File: src/pio_pkg.sv
// peripheral i/o register bank: addresses, field positions, reset values, types
// assumes a 16-bit data address and 4-bit data words from the core cpu
package pio_pkg;
  localparam logic [15:0] ADR_CLK_VOLT   = 16'hFF00;
  localparam logic [15:0] ADR_SVD_THR    = 16'hFF04;
  localparam logic [15:0] ADR_SVD_CTL    = 16'hFF05;
  localparam logic [15:0] ADR_FREQ_OUTPUT_CTL   = 16'hFF06;
  localparam logic [15:0] ADR_WDOG_CTL   = 16'hFF07;
  localparam logic [15:0] ADR_IN_LEVEL   = 16'hFF42;
  localparam logic [15:0] ADR_IN_FILT    = 16'hFF43;
  localparam logic [15:0] ADR_OUT_DATA   = 16'hFF46;
  localparam logic [15:0] ADR_IO_DIR     = 16'hFF48;
  localparam logic [15:0] ADR_IO_PULL    = 16'hFF49;
  localparam logic [15:0] ADR_IO_DATA    = 16'hFF4A;
  localparam logic [15:0] ADR_IN_IRQ     = 16'hFF54;
  localparam logic [15:0] ADR_IN_EDGE    = 16'hFF55;
  localparam logic [15:0] ADR_LCD_PWR    = 16'hFF60;
  localparam logic [15:0] ADR_LCD_DISP   = 16'hFF61;
  localparam logic [15:0] ADR_LCD_CONTR  = 16'hFF62;
  localparam logic [15:0] ADR_SER_MODE   = 16'hFF70;
  localparam logic [15:0] ADR_SER_PAR    = 16'hFF71;
  localparam logic [15:0] ADR_SER_XFER   = 16'hFF72;
  localparam logic [15:0] ADR_SER_ERR    = 16'hFF73;
  localparam logic [15:0] ADR_SER_DLO    = 16'hFF74;
  localparam logic [15:0] ADR_SER_DHI    = 16'hFF75;
  localparam logic [15:0] ADR_TMR_CTL    = 16'hFF78;
  localparam logic [15:0] ADR_TMR_LO     = 16'hFF79;
  localparam logic [15:0] ADR_TMR_HI     = 16'hFF7A;
  localparam logic [15:0] ADR_SW_CTL     = 16'hFF7C;
  localparam logic [15:0] ADR_SW_HUND    = 16'hFF7D;

  // bit positions inside a nibble
  localparam int B0 = 0;
  localparam int B1 = 1;
  localparam int B2 = 2;
  localparam int B3 = 3;

  localparam logic [3:0] NIB_ZERO = 4'h0;
  localparam logic [3:0] NIB_ONES = 4'hF;
  localparam logic [3:0] WDOG_RST = 4'h2;  // enable set
  localparam logic [3:0] LCD_DISP_RST = 4'h4;  // blank-all set
  localparam logic [3:0] CONTR_RST = 4'h0;  // value is undefined in use

  typedef struct packed {
    logic       cpu_clock_select;
    logic       fast_osc_on;
    logic [1:0] core_voltage_sel;
  } pio_clk_s;

  typedef struct packed {
    logic       wdog_enable;
    logic       wdog_restart;
    logic       clock_timer_restart;
    logic       stopwatch_restart;
    logic       receive_trigger;
    logic       transmit_trigger;
  } pio_strobe_s;
endpackage

File: src/pio_regs.sv
// peripheral i/o register bank of the 4-bit core
// assumes single-cycle data-memory bus: rd/wr strobes with address, read data one cycle later
`timescale 1ns/100ps
`default_nettype none

module pio_regs import pio_pkg::*; #(
  parameter int PIN_N = 4
) (
  // clock and reset
  input  wire logic             sys_clk,
  input  wire logic             rst_n,
  // cpu data-memory bus
  input  wire logic [15:0]      mem_addr,
  input  wire logic             mem_wr,
  input  wire logic             mem_rd,
  input  wire logic [3:0]       mem_wdata,
  output logic      [3:0]       mem_rdata_ff,
  // peripheral status in
  input  wire logic             supply_low_result,
  input  wire logic [PIN_N-1:0] input_pins,
  input  wire logic             rx_busy,
  input  wire logic             tx_busy,
  input  wire logic             framing_err_set,
  input  wire logic             parity_err_set,
  input  wire logic             overrun_err_set,
  input  wire logic [7:0]       clock_timer_bits,
  input  wire logic [3:0]       stopwatch_hund,
  // controls out
  output pio_clk_s              clk_ctl_ff,
  output logic      [3:0]       svd_thresh_ff,
  output logic                  supply_detector_on_ff,
  output logic                  freq_output_en_ff,
  output logic      [2:0]       freq_output_sel_ff,
  output logic                  load_protect_ff,
  output logic      [1:0]       input_filter_sel_ff,
  output logic      [PIN_N-1:0] out_port_ff,
  output logic      [PIN_N-1:0] pin_direction_ff,
  output logic      [PIN_N-1:0] pin_pullup_ff,
  output logic      [PIN_N-1:0] io_data_ff,
  output logic      [PIN_N-1:0] input_irq_sel_ff,
  output logic      [PIN_N-1:0] input_edge_cmp_ff,
  output logic      [3:0]       lcd_pwr_duty_ff,
  output logic      [3:0]       lcd_disp_ff,
  output logic      [3:0]       lcd_contrast_code_ff,
  output logic      [1:0]       serial_mode_sel_ff,
  output logic                  serial_enable_ff,
  output logic      [3:0]       serial_par_clk_ff,
  output logic                  rx_enable_ff,
  output logic                  tx_enable_ff,
  output logic      [7:0]       serial_data_ff,
  output logic                  clock_timer_run_ff,
  output logic                  stopwatch_run_ff,
  output pio_strobe_s           strobe_ff,
  output logic      [2:0]       serial_err_ff
);

  logic       wr_hit;
  logic [3:0] nxt_rdata;
  logic [2:0] err_clr;

  assign wr_hit  = mem_wr;
  assign err_clr = (mem_wr && mem_addr == ADR_SER_ERR) ? mem_wdata[2:0] : 3'h0;

  // control bits: each store only on a write to its own address
  always_ff @(posedge sys_clk) begin
    if (!rst_n) begin
      clk_ctl_ff            <= '0;
      svd_thresh_ff         <= NIB_ZERO;
      supply_detector_on_ff <= 1'b0;
      freq_output_en_ff     <= 1'b0;
      freq_output_sel_ff    <= 3'h0;
      load_protect_ff       <= 1'b0;
      input_filter_sel_ff   <= 2'h0;
      out_port_ff           <= {PIN_N{1'b1}};
      pin_direction_ff      <= '0;
      pin_pullup_ff         <= {PIN_N{1'b1}};
      io_data_ff            <= '0;
      input_irq_sel_ff      <= '0;
      input_edge_cmp_ff     <= {PIN_N{1'b1}};
      lcd_pwr_duty_ff       <= NIB_ZERO;
      lcd_disp_ff           <= LCD_DISP_RST;
      lcd_contrast_code_ff  <= CONTR_RST;
      serial_mode_sel_ff    <= 2'h0;
      serial_enable_ff      <= 1'b0;
      serial_par_clk_ff     <= NIB_ZERO;
      rx_enable_ff          <= 1'b0;
      tx_enable_ff          <= 1'b0;
      serial_data_ff        <= 8'h00;
      clock_timer_run_ff    <= 1'b0;
      stopwatch_run_ff      <= 1'b0;
      strobe_ff.wdog_enable <= WDOG_RST[B1];
    end else if (wr_hit) begin
      unique case (mem_addr)
        ADR_CLK_VOLT:  clk_ctl_ff <= mem_wdata;
        ADR_SVD_THR:   svd_thresh_ff <= mem_wdata;
        ADR_SVD_CTL:   supply_detector_on_ff <= mem_wdata[B0];
        ADR_FREQ_OUTPUT_CTL: begin
          freq_output_en_ff  <= mem_wdata[B3];
          freq_output_sel_ff <= mem_wdata[2:0];
        end
        ADR_WDOG_CTL: begin
          load_protect_ff       <= mem_wdata[B3];
          strobe_ff.wdog_enable <= mem_wdata[B1];
        end
        ADR_IN_FILT:   input_filter_sel_ff <= mem_wdata[1:0];
        ADR_OUT_DATA:  out_port_ff <= mem_wdata[PIN_N-1:0];
        // serial takeover only changes pin use, the bits stay plain storage
        ADR_IO_DIR:    pin_direction_ff <= mem_wdata[PIN_N-1:0];
        ADR_IO_PULL:   pin_pullup_ff <= mem_wdata[PIN_N-1:0];
        ADR_IO_DATA:   io_data_ff <= mem_wdata[PIN_N-1:0];
        ADR_IN_IRQ:    input_irq_sel_ff <= mem_wdata[PIN_N-1:0];
        ADR_IN_EDGE:   input_edge_cmp_ff <= mem_wdata[PIN_N-1:0];
        ADR_LCD_PWR:   lcd_pwr_duty_ff <= mem_wdata;
        ADR_LCD_DISP:  lcd_disp_ff <= mem_wdata;
        ADR_LCD_CONTR: lcd_contrast_code_ff <= mem_wdata;
        ADR_SER_MODE: begin
          serial_mode_sel_ff <= mem_wdata[2:1];
          serial_enable_ff   <= mem_wdata[B0];
        end
        ADR_SER_PAR:   serial_par_clk_ff <= mem_wdata;
        ADR_SER_XFER: begin
          rx_enable_ff <= mem_wdata[B2];
          tx_enable_ff <= mem_wdata[B0];
        end
        ADR_SER_DLO:   serial_data_ff[3:0] <= mem_wdata;
        ADR_SER_DHI:   serial_data_ff[7:4] <= mem_wdata;
        ADR_TMR_CTL:   clock_timer_run_ff <= mem_wdata[B0];
        ADR_SW_CTL:    stopwatch_run_ff <= mem_wdata[B0];
        default: ;
      endcase
    end
  end

  // strobes: one-cycle pulses from a write of one
  always_ff @(posedge sys_clk) begin
    if (!rst_n) begin
      strobe_ff.wdog_restart        <= 1'b0;
      strobe_ff.clock_timer_restart <= 1'b0;
      strobe_ff.stopwatch_restart   <= 1'b0;
      strobe_ff.receive_trigger     <= 1'b0;
      strobe_ff.transmit_trigger    <= 1'b0;
    end else begin
      strobe_ff.wdog_restart        <= mem_wr && mem_addr == ADR_WDOG_CTL && mem_wdata[B0];
      strobe_ff.clock_timer_restart <= mem_wr && mem_addr == ADR_TMR_CTL && mem_wdata[B1];
      strobe_ff.stopwatch_restart   <= mem_wr && mem_addr == ADR_SW_CTL && mem_wdata[B1];
      strobe_ff.receive_trigger     <= mem_wr && mem_addr == ADR_SER_XFER && mem_wdata[B3];
      strobe_ff.transmit_trigger    <= mem_wr && mem_addr == ADR_SER_XFER && mem_wdata[B1];
    end
  end

  // error flags: set wins over a write-one clear
  always_ff @(posedge sys_clk) begin
    if (!rst_n) begin
      serial_err_ff <= 3'h0;
    end else begin
      serial_err_ff <= (serial_err_ff & ~err_clr)
                     | {framing_err_set, parity_err_set, overrun_err_set};
    end
  end

  // read mux; unused bits and strobe bits return zero, except ADR_SER_XFER bits 3 and 1, which return rx_busy and tx_busy
  always_comb begin
    nxt_rdata = NIB_ZERO;
    unique case (mem_addr)
      ADR_CLK_VOLT:  nxt_rdata = clk_ctl_ff;
      ADR_SVD_THR:   nxt_rdata = svd_thresh_ff;
      ADR_SVD_CTL:   nxt_rdata = {2'b00, supply_low_result, supply_detector_on_ff};
      ADR_FREQ_OUTPUT_CTL:  nxt_rdata = {freq_output_en_ff, freq_output_sel_ff};
      ADR_WDOG_CTL:  nxt_rdata = {load_protect_ff, 1'b0, strobe_ff.wdog_enable, 1'b0};
      ADR_IN_LEVEL:  nxt_rdata = input_pins;
      ADR_IN_FILT:   nxt_rdata = {2'b00, input_filter_sel_ff};
      ADR_OUT_DATA:  nxt_rdata = out_port_ff;
      ADR_IO_DIR:    nxt_rdata = pin_direction_ff;
      ADR_IO_PULL:   nxt_rdata = pin_pullup_ff;
      ADR_IO_DATA:   nxt_rdata = io_data_ff;
      ADR_IN_IRQ:    nxt_rdata = input_irq_sel_ff;
      ADR_IN_EDGE:   nxt_rdata = input_edge_cmp_ff;
      ADR_LCD_PWR:   nxt_rdata = lcd_pwr_duty_ff;
      ADR_LCD_DISP:  nxt_rdata = lcd_disp_ff;
      ADR_LCD_CONTR: nxt_rdata = lcd_contrast_code_ff;
      ADR_SER_MODE:  nxt_rdata = {1'b0, serial_mode_sel_ff, serial_enable_ff};
      ADR_SER_PAR:   nxt_rdata = serial_par_clk_ff;
      ADR_SER_XFER:  nxt_rdata = {rx_busy, rx_enable_ff, tx_busy, tx_enable_ff};
      ADR_SER_ERR:   nxt_rdata = {1'b0, serial_err_ff};
      ADR_SER_DLO:   nxt_rdata = serial_data_ff[3:0];
      ADR_SER_DHI:   nxt_rdata = serial_data_ff[7:4];
      ADR_TMR_CTL:   nxt_rdata = {3'b000, clock_timer_run_ff};
      ADR_TMR_LO:    nxt_rdata = clock_timer_bits[3:0];
      ADR_TMR_HI:    nxt_rdata = clock_timer_bits[7:4];
      ADR_SW_CTL:    nxt_rdata = {3'b000, stopwatch_run_ff};
      ADR_SW_HUND:   nxt_rdata = stopwatch_hund;
      default:       nxt_rdata = NIB_ZERO;
    endcase
  end

  always_ff @(posedge sys_clk) begin
    if (!rst_n) begin
      mem_rdata_ff <= NIB_ZERO;
    end else if (mem_rd) begin
      mem_rdata_ff <= nxt_rdata;
    end
  end
endmodule

`default_nettype wire

File: config.mk
export PLATFORM = sky130hd
export DESIGN_NAME = pio_regs
export DESIGN_NICKNAME = d
export VERILOG_FILES = /design/src/pio_pkg.sv /design/src/pio_regs.sv
export SDC_FILE = /design/constraint.sdc
export NUM_CORES = 1
export LEC_CHECK = 0
export BUFFER_PORTS_ARGS = -buffer_cell sky130_fd_sc_hd__buf_2
export CAP_MARGIN = 10
export CORE_MARGIN = 8
export CORE_UTILIZATION = 45
export DETAILED_ROUTE_END_ITERATION = 8
export PLACE_DENSITY = 0.73
export SLEW_MARGIN = 40
export SYNTH_ARGS = -nofsm -noshare
export SYNTH_HDL_FRONTEND = slang
export SYNTH_SLANG_ARGS = --single-unit
File: constraint.sdc
create_clock -name sys_clk -period 1.9 [get_ports sys_clk]
set_input_delay 0.095 -clock sys_clk [delete_from_list [all_inputs] [get_ports sys_clk]]
set_output_delay 0.095 -clock sys_clk [all_outputs]
set_load 0.02 [all_outputs]
==> reports/qor.csv <==
metric,value,unit
post-layout minimum cycle time,1.82,ns
WP depth,9,
static leakage,2.81,nW
CTS Buf Count,9,
R2R cell count,6,
worst slew pin tran,0.592,ns
Worst Path Buf+Inv,3,
CTS Sinks,84,
post-synth top area share,37.0,%
WP data arrival,2.10,ns
biggest regs,"serial_data_ff x8, strobe_ff x6",
"Async S/R FF share, synth",0,%
"commonest non-fill, non-tap cell in the layout",buf_2,
Avg Inst Size Synth,8.12,µm²
Residual DRC,0,
Clock Pin Slew Worst Setup and Hold Paths,0.09,ns
Crit path required time,2.17,ns
RSZ-0062 raised after global routing,no,
Rel. slew slack,60.5,%
critical path's most frequent cell,buf_4,
family with the most delay on the worst path,simple AND/OR/NAND/NOR gates,
cell count after synthesis,560,
Syn-to-layout area delta,41.0,%
"commonest non-fill, non-tap cells in the layout","buf_2 (129), buf_4 (115), nand2_1 (85)",
routed len/inst,21.1,µm
ANT nets after route,0,
Final Hold Vio Count,0,
Largest register FFs,8,
Detailed Routing Iterations Pass 1,8,
CP max-delay cell,or4b_4,
Layout Skew,0.0107,ns
Max-Cap Viols,0,
Vias,5540,
clk_lat worst skew,0.37,ns
share of layout cells above drive strength 1,37.6,%
htree depth,3,
CTS root buf,clkbuf_8,
# rows,36,
Final TNS setup,0,ns
initial antenna violation count,0,
VDD IR max,0.416,mV
HPWL Detailed,14.8,mm
GR Overflow Total,0,
Clock Tree Buf Depth,2,
largest cells by area after synthesis,"dfxtp_1 (37%), nand3_1 (8.4%), nand2_1 (7.0%), a21oi_1 (6.6%), mux2i_1 (4.0%)",
final setup fails,0,
post-synth top area cell,dfxtp_1,
die area,13600,µm²
hold slack final,0.0224,ns
worst path cell trace,"buf_2, buf_4, or4b_4, nor4_4, buf_4, a222oi_1, nand3_1, nor4_1, a221oi_1",
fin cells,912,
Yosys warning count,0,
pre-CTS WS,-0.381,ns
I/O pin cnt,130,
n_diodes,0,
initial core utilization,46.5,%
fill count,859,
final slew viol count,0,
syn nets,606,
Post-synth EDFFs,0,
Hold Path Class,primary input to flop,
# placed instances,891,
crit path launch type,primary input,
routability cong.,1.00,
I/O Buffers,129,
Die Ht,117,µm
Fmax,0.549,GHz
first-pass GRT wire length,29.3,mm
sequential share of the synthesized area,37.0,%
Nets,820,
final core occ,65.6,%
Hold Path Stages,2,
Seq cells post-synth,84,
status,"finished, final reports clean",
Vias/cell,6.07,
CP Capture Type,flop,
pin count of the biggest net entering global routing,36,
die width,117,µm
gr usage total,28.2,%
vias in the first global route,5509,
drt initial violations,539,
Worst Path Max Fanout,12,
PwrDens,565,nW/µm²
Core Area,9770,µm²
CTS tree,yes,
CP peak stage delay,0.68,ns
Crit Path Category,primary input to flop,
Final Cycle Share,95.9,%
final worst slack,0.0781,ns
Routed WL,19.2,mm
Synth cell types,55,
Syn Std Cell Area,4550,µm²
ys flop type,dfxtp_1,
most flop-heavy register,serial_data_ff,
## power breakdown
group          leakage, nW  internal (W)  switching [W]  total [W]
logic                 2.02      0.000151       0.000242   0.000393
clock network        0.109      0.000757       0.000702    0.00146
registers            0.678       0.00176     0.00000357    0.00177
## final timing paths
kind | from | to | slack (ns)
worst max-delay path | mem_addr[4] | mem_rdata_ff[0]$_SDFFE_PN0P_ | 0.08
worst min-delay path | rst_n | out_port_ff[0]$_SDFFE_PN1P_ | 0.02
worst max register to register | serial_data_ff[3]$_SDFFE_PN0P_ | mem_rdata_ff[3]$_SDFFE_PN0P_ | 0.23
worst min register to register | svd_thresh_ff[1]$_SDFFE_PN0P_ | svd_thresh_ff[1]$_SDFFE_PN0P_ | 0.47
## final cells by class
class,instances,area (µm²),area share (%)
clock inverters,6,96.3,1.50
multi-input cells,420,2660,41.4
flip-flops and latches,84,1680,26.2
clock buffers,10,128,1.99
well taps,133,166,2.60
repair buffers,253,1660,25.9
inverters,6,22.5,0.351
## per-stage QoR
step | power, W | cell area, µm²
final | 0.00362 | 6410
after detailed placement | 0.00218 | 6100
after global placement | 0.00217 | 6100
after global routing | 0.00373 | 6410
after floorplan | 0.00199 | 4550
after CTS | 0.00361 | 6350
## cells by family after synthesis
kind of cell / after synthesis / synth area share [%]
AO/OA/AOI/OAI: 127 / 18.6
XOR/XNOR: 1 / 0.193
buffers and inverters: 56 / 5.45
flip-flops: 84 / 37.0
multiplexers: 18 / 3.96
AND/OR/NAND/NOR: 274 / 34.8
## per-layer routing
layer	share of wire (%)	vias up	GRT usage [%]	wire length (µm)
met5	0	-	0	0
met4	3.4	0	12.7	650
met3	9.7	59	6.26	1860
met2	47	321	46.0	8940
met1	40	2640	34.7	7770
li1	-	2520	-	-
## worst reg2reg max path: cells and delay by family (launching register included)
family          cells  cell delay, ns
buf+inv             1            0.19
simple gates        1            0.22
flops               1            0.34
compound gates      4            0.80
## cells in the mapped netlist (all sizes together), types with 2 or more instances
| master | count |
|---|---|
| and3 | 6 |
| or4 | 2 |
| nor2 | 24 |
| o2111ai | 2 |
| inv | 6 |
| nor4bb | 2 |
| nor2b | 2 |
| nor4 | 29 |
| a22oi | 13 |
| a21oi | 60 |
| o2bb2ai | 4 |
| nand3 | 76 |
| or3 | 2 |
| a222oi | 7 |
| a32oi | 2 |
| o21ai | 14 |
| a221oi | 9 |
| or4b | 5 |
| nand4b | 3 |
| o22ai | 2 |
| dfxtp | 84 |
| or4bb | 3 |
| nand2 | 85 |
| nand4 | 6 |
| and4 | 3 |
| and2 | 2 |
| a22o | 7 |
| nor3 | 10 |
| nand4bb | 3 |
| nand2b | 7 |
| buf | 15 |
| clkbuf | 35 |
| nand3b | 2 |
| mux2i | 18 |
## timing repair
action                                  CTS  global route
hold buffers                              3             0
endpoints found under the setup margin    0             3
gates resized for setup                   0             7
setup buffers                             0             2
endpoints found under the hold margin     3             0
Note: power is estimated with default switching activity, not from simulation.
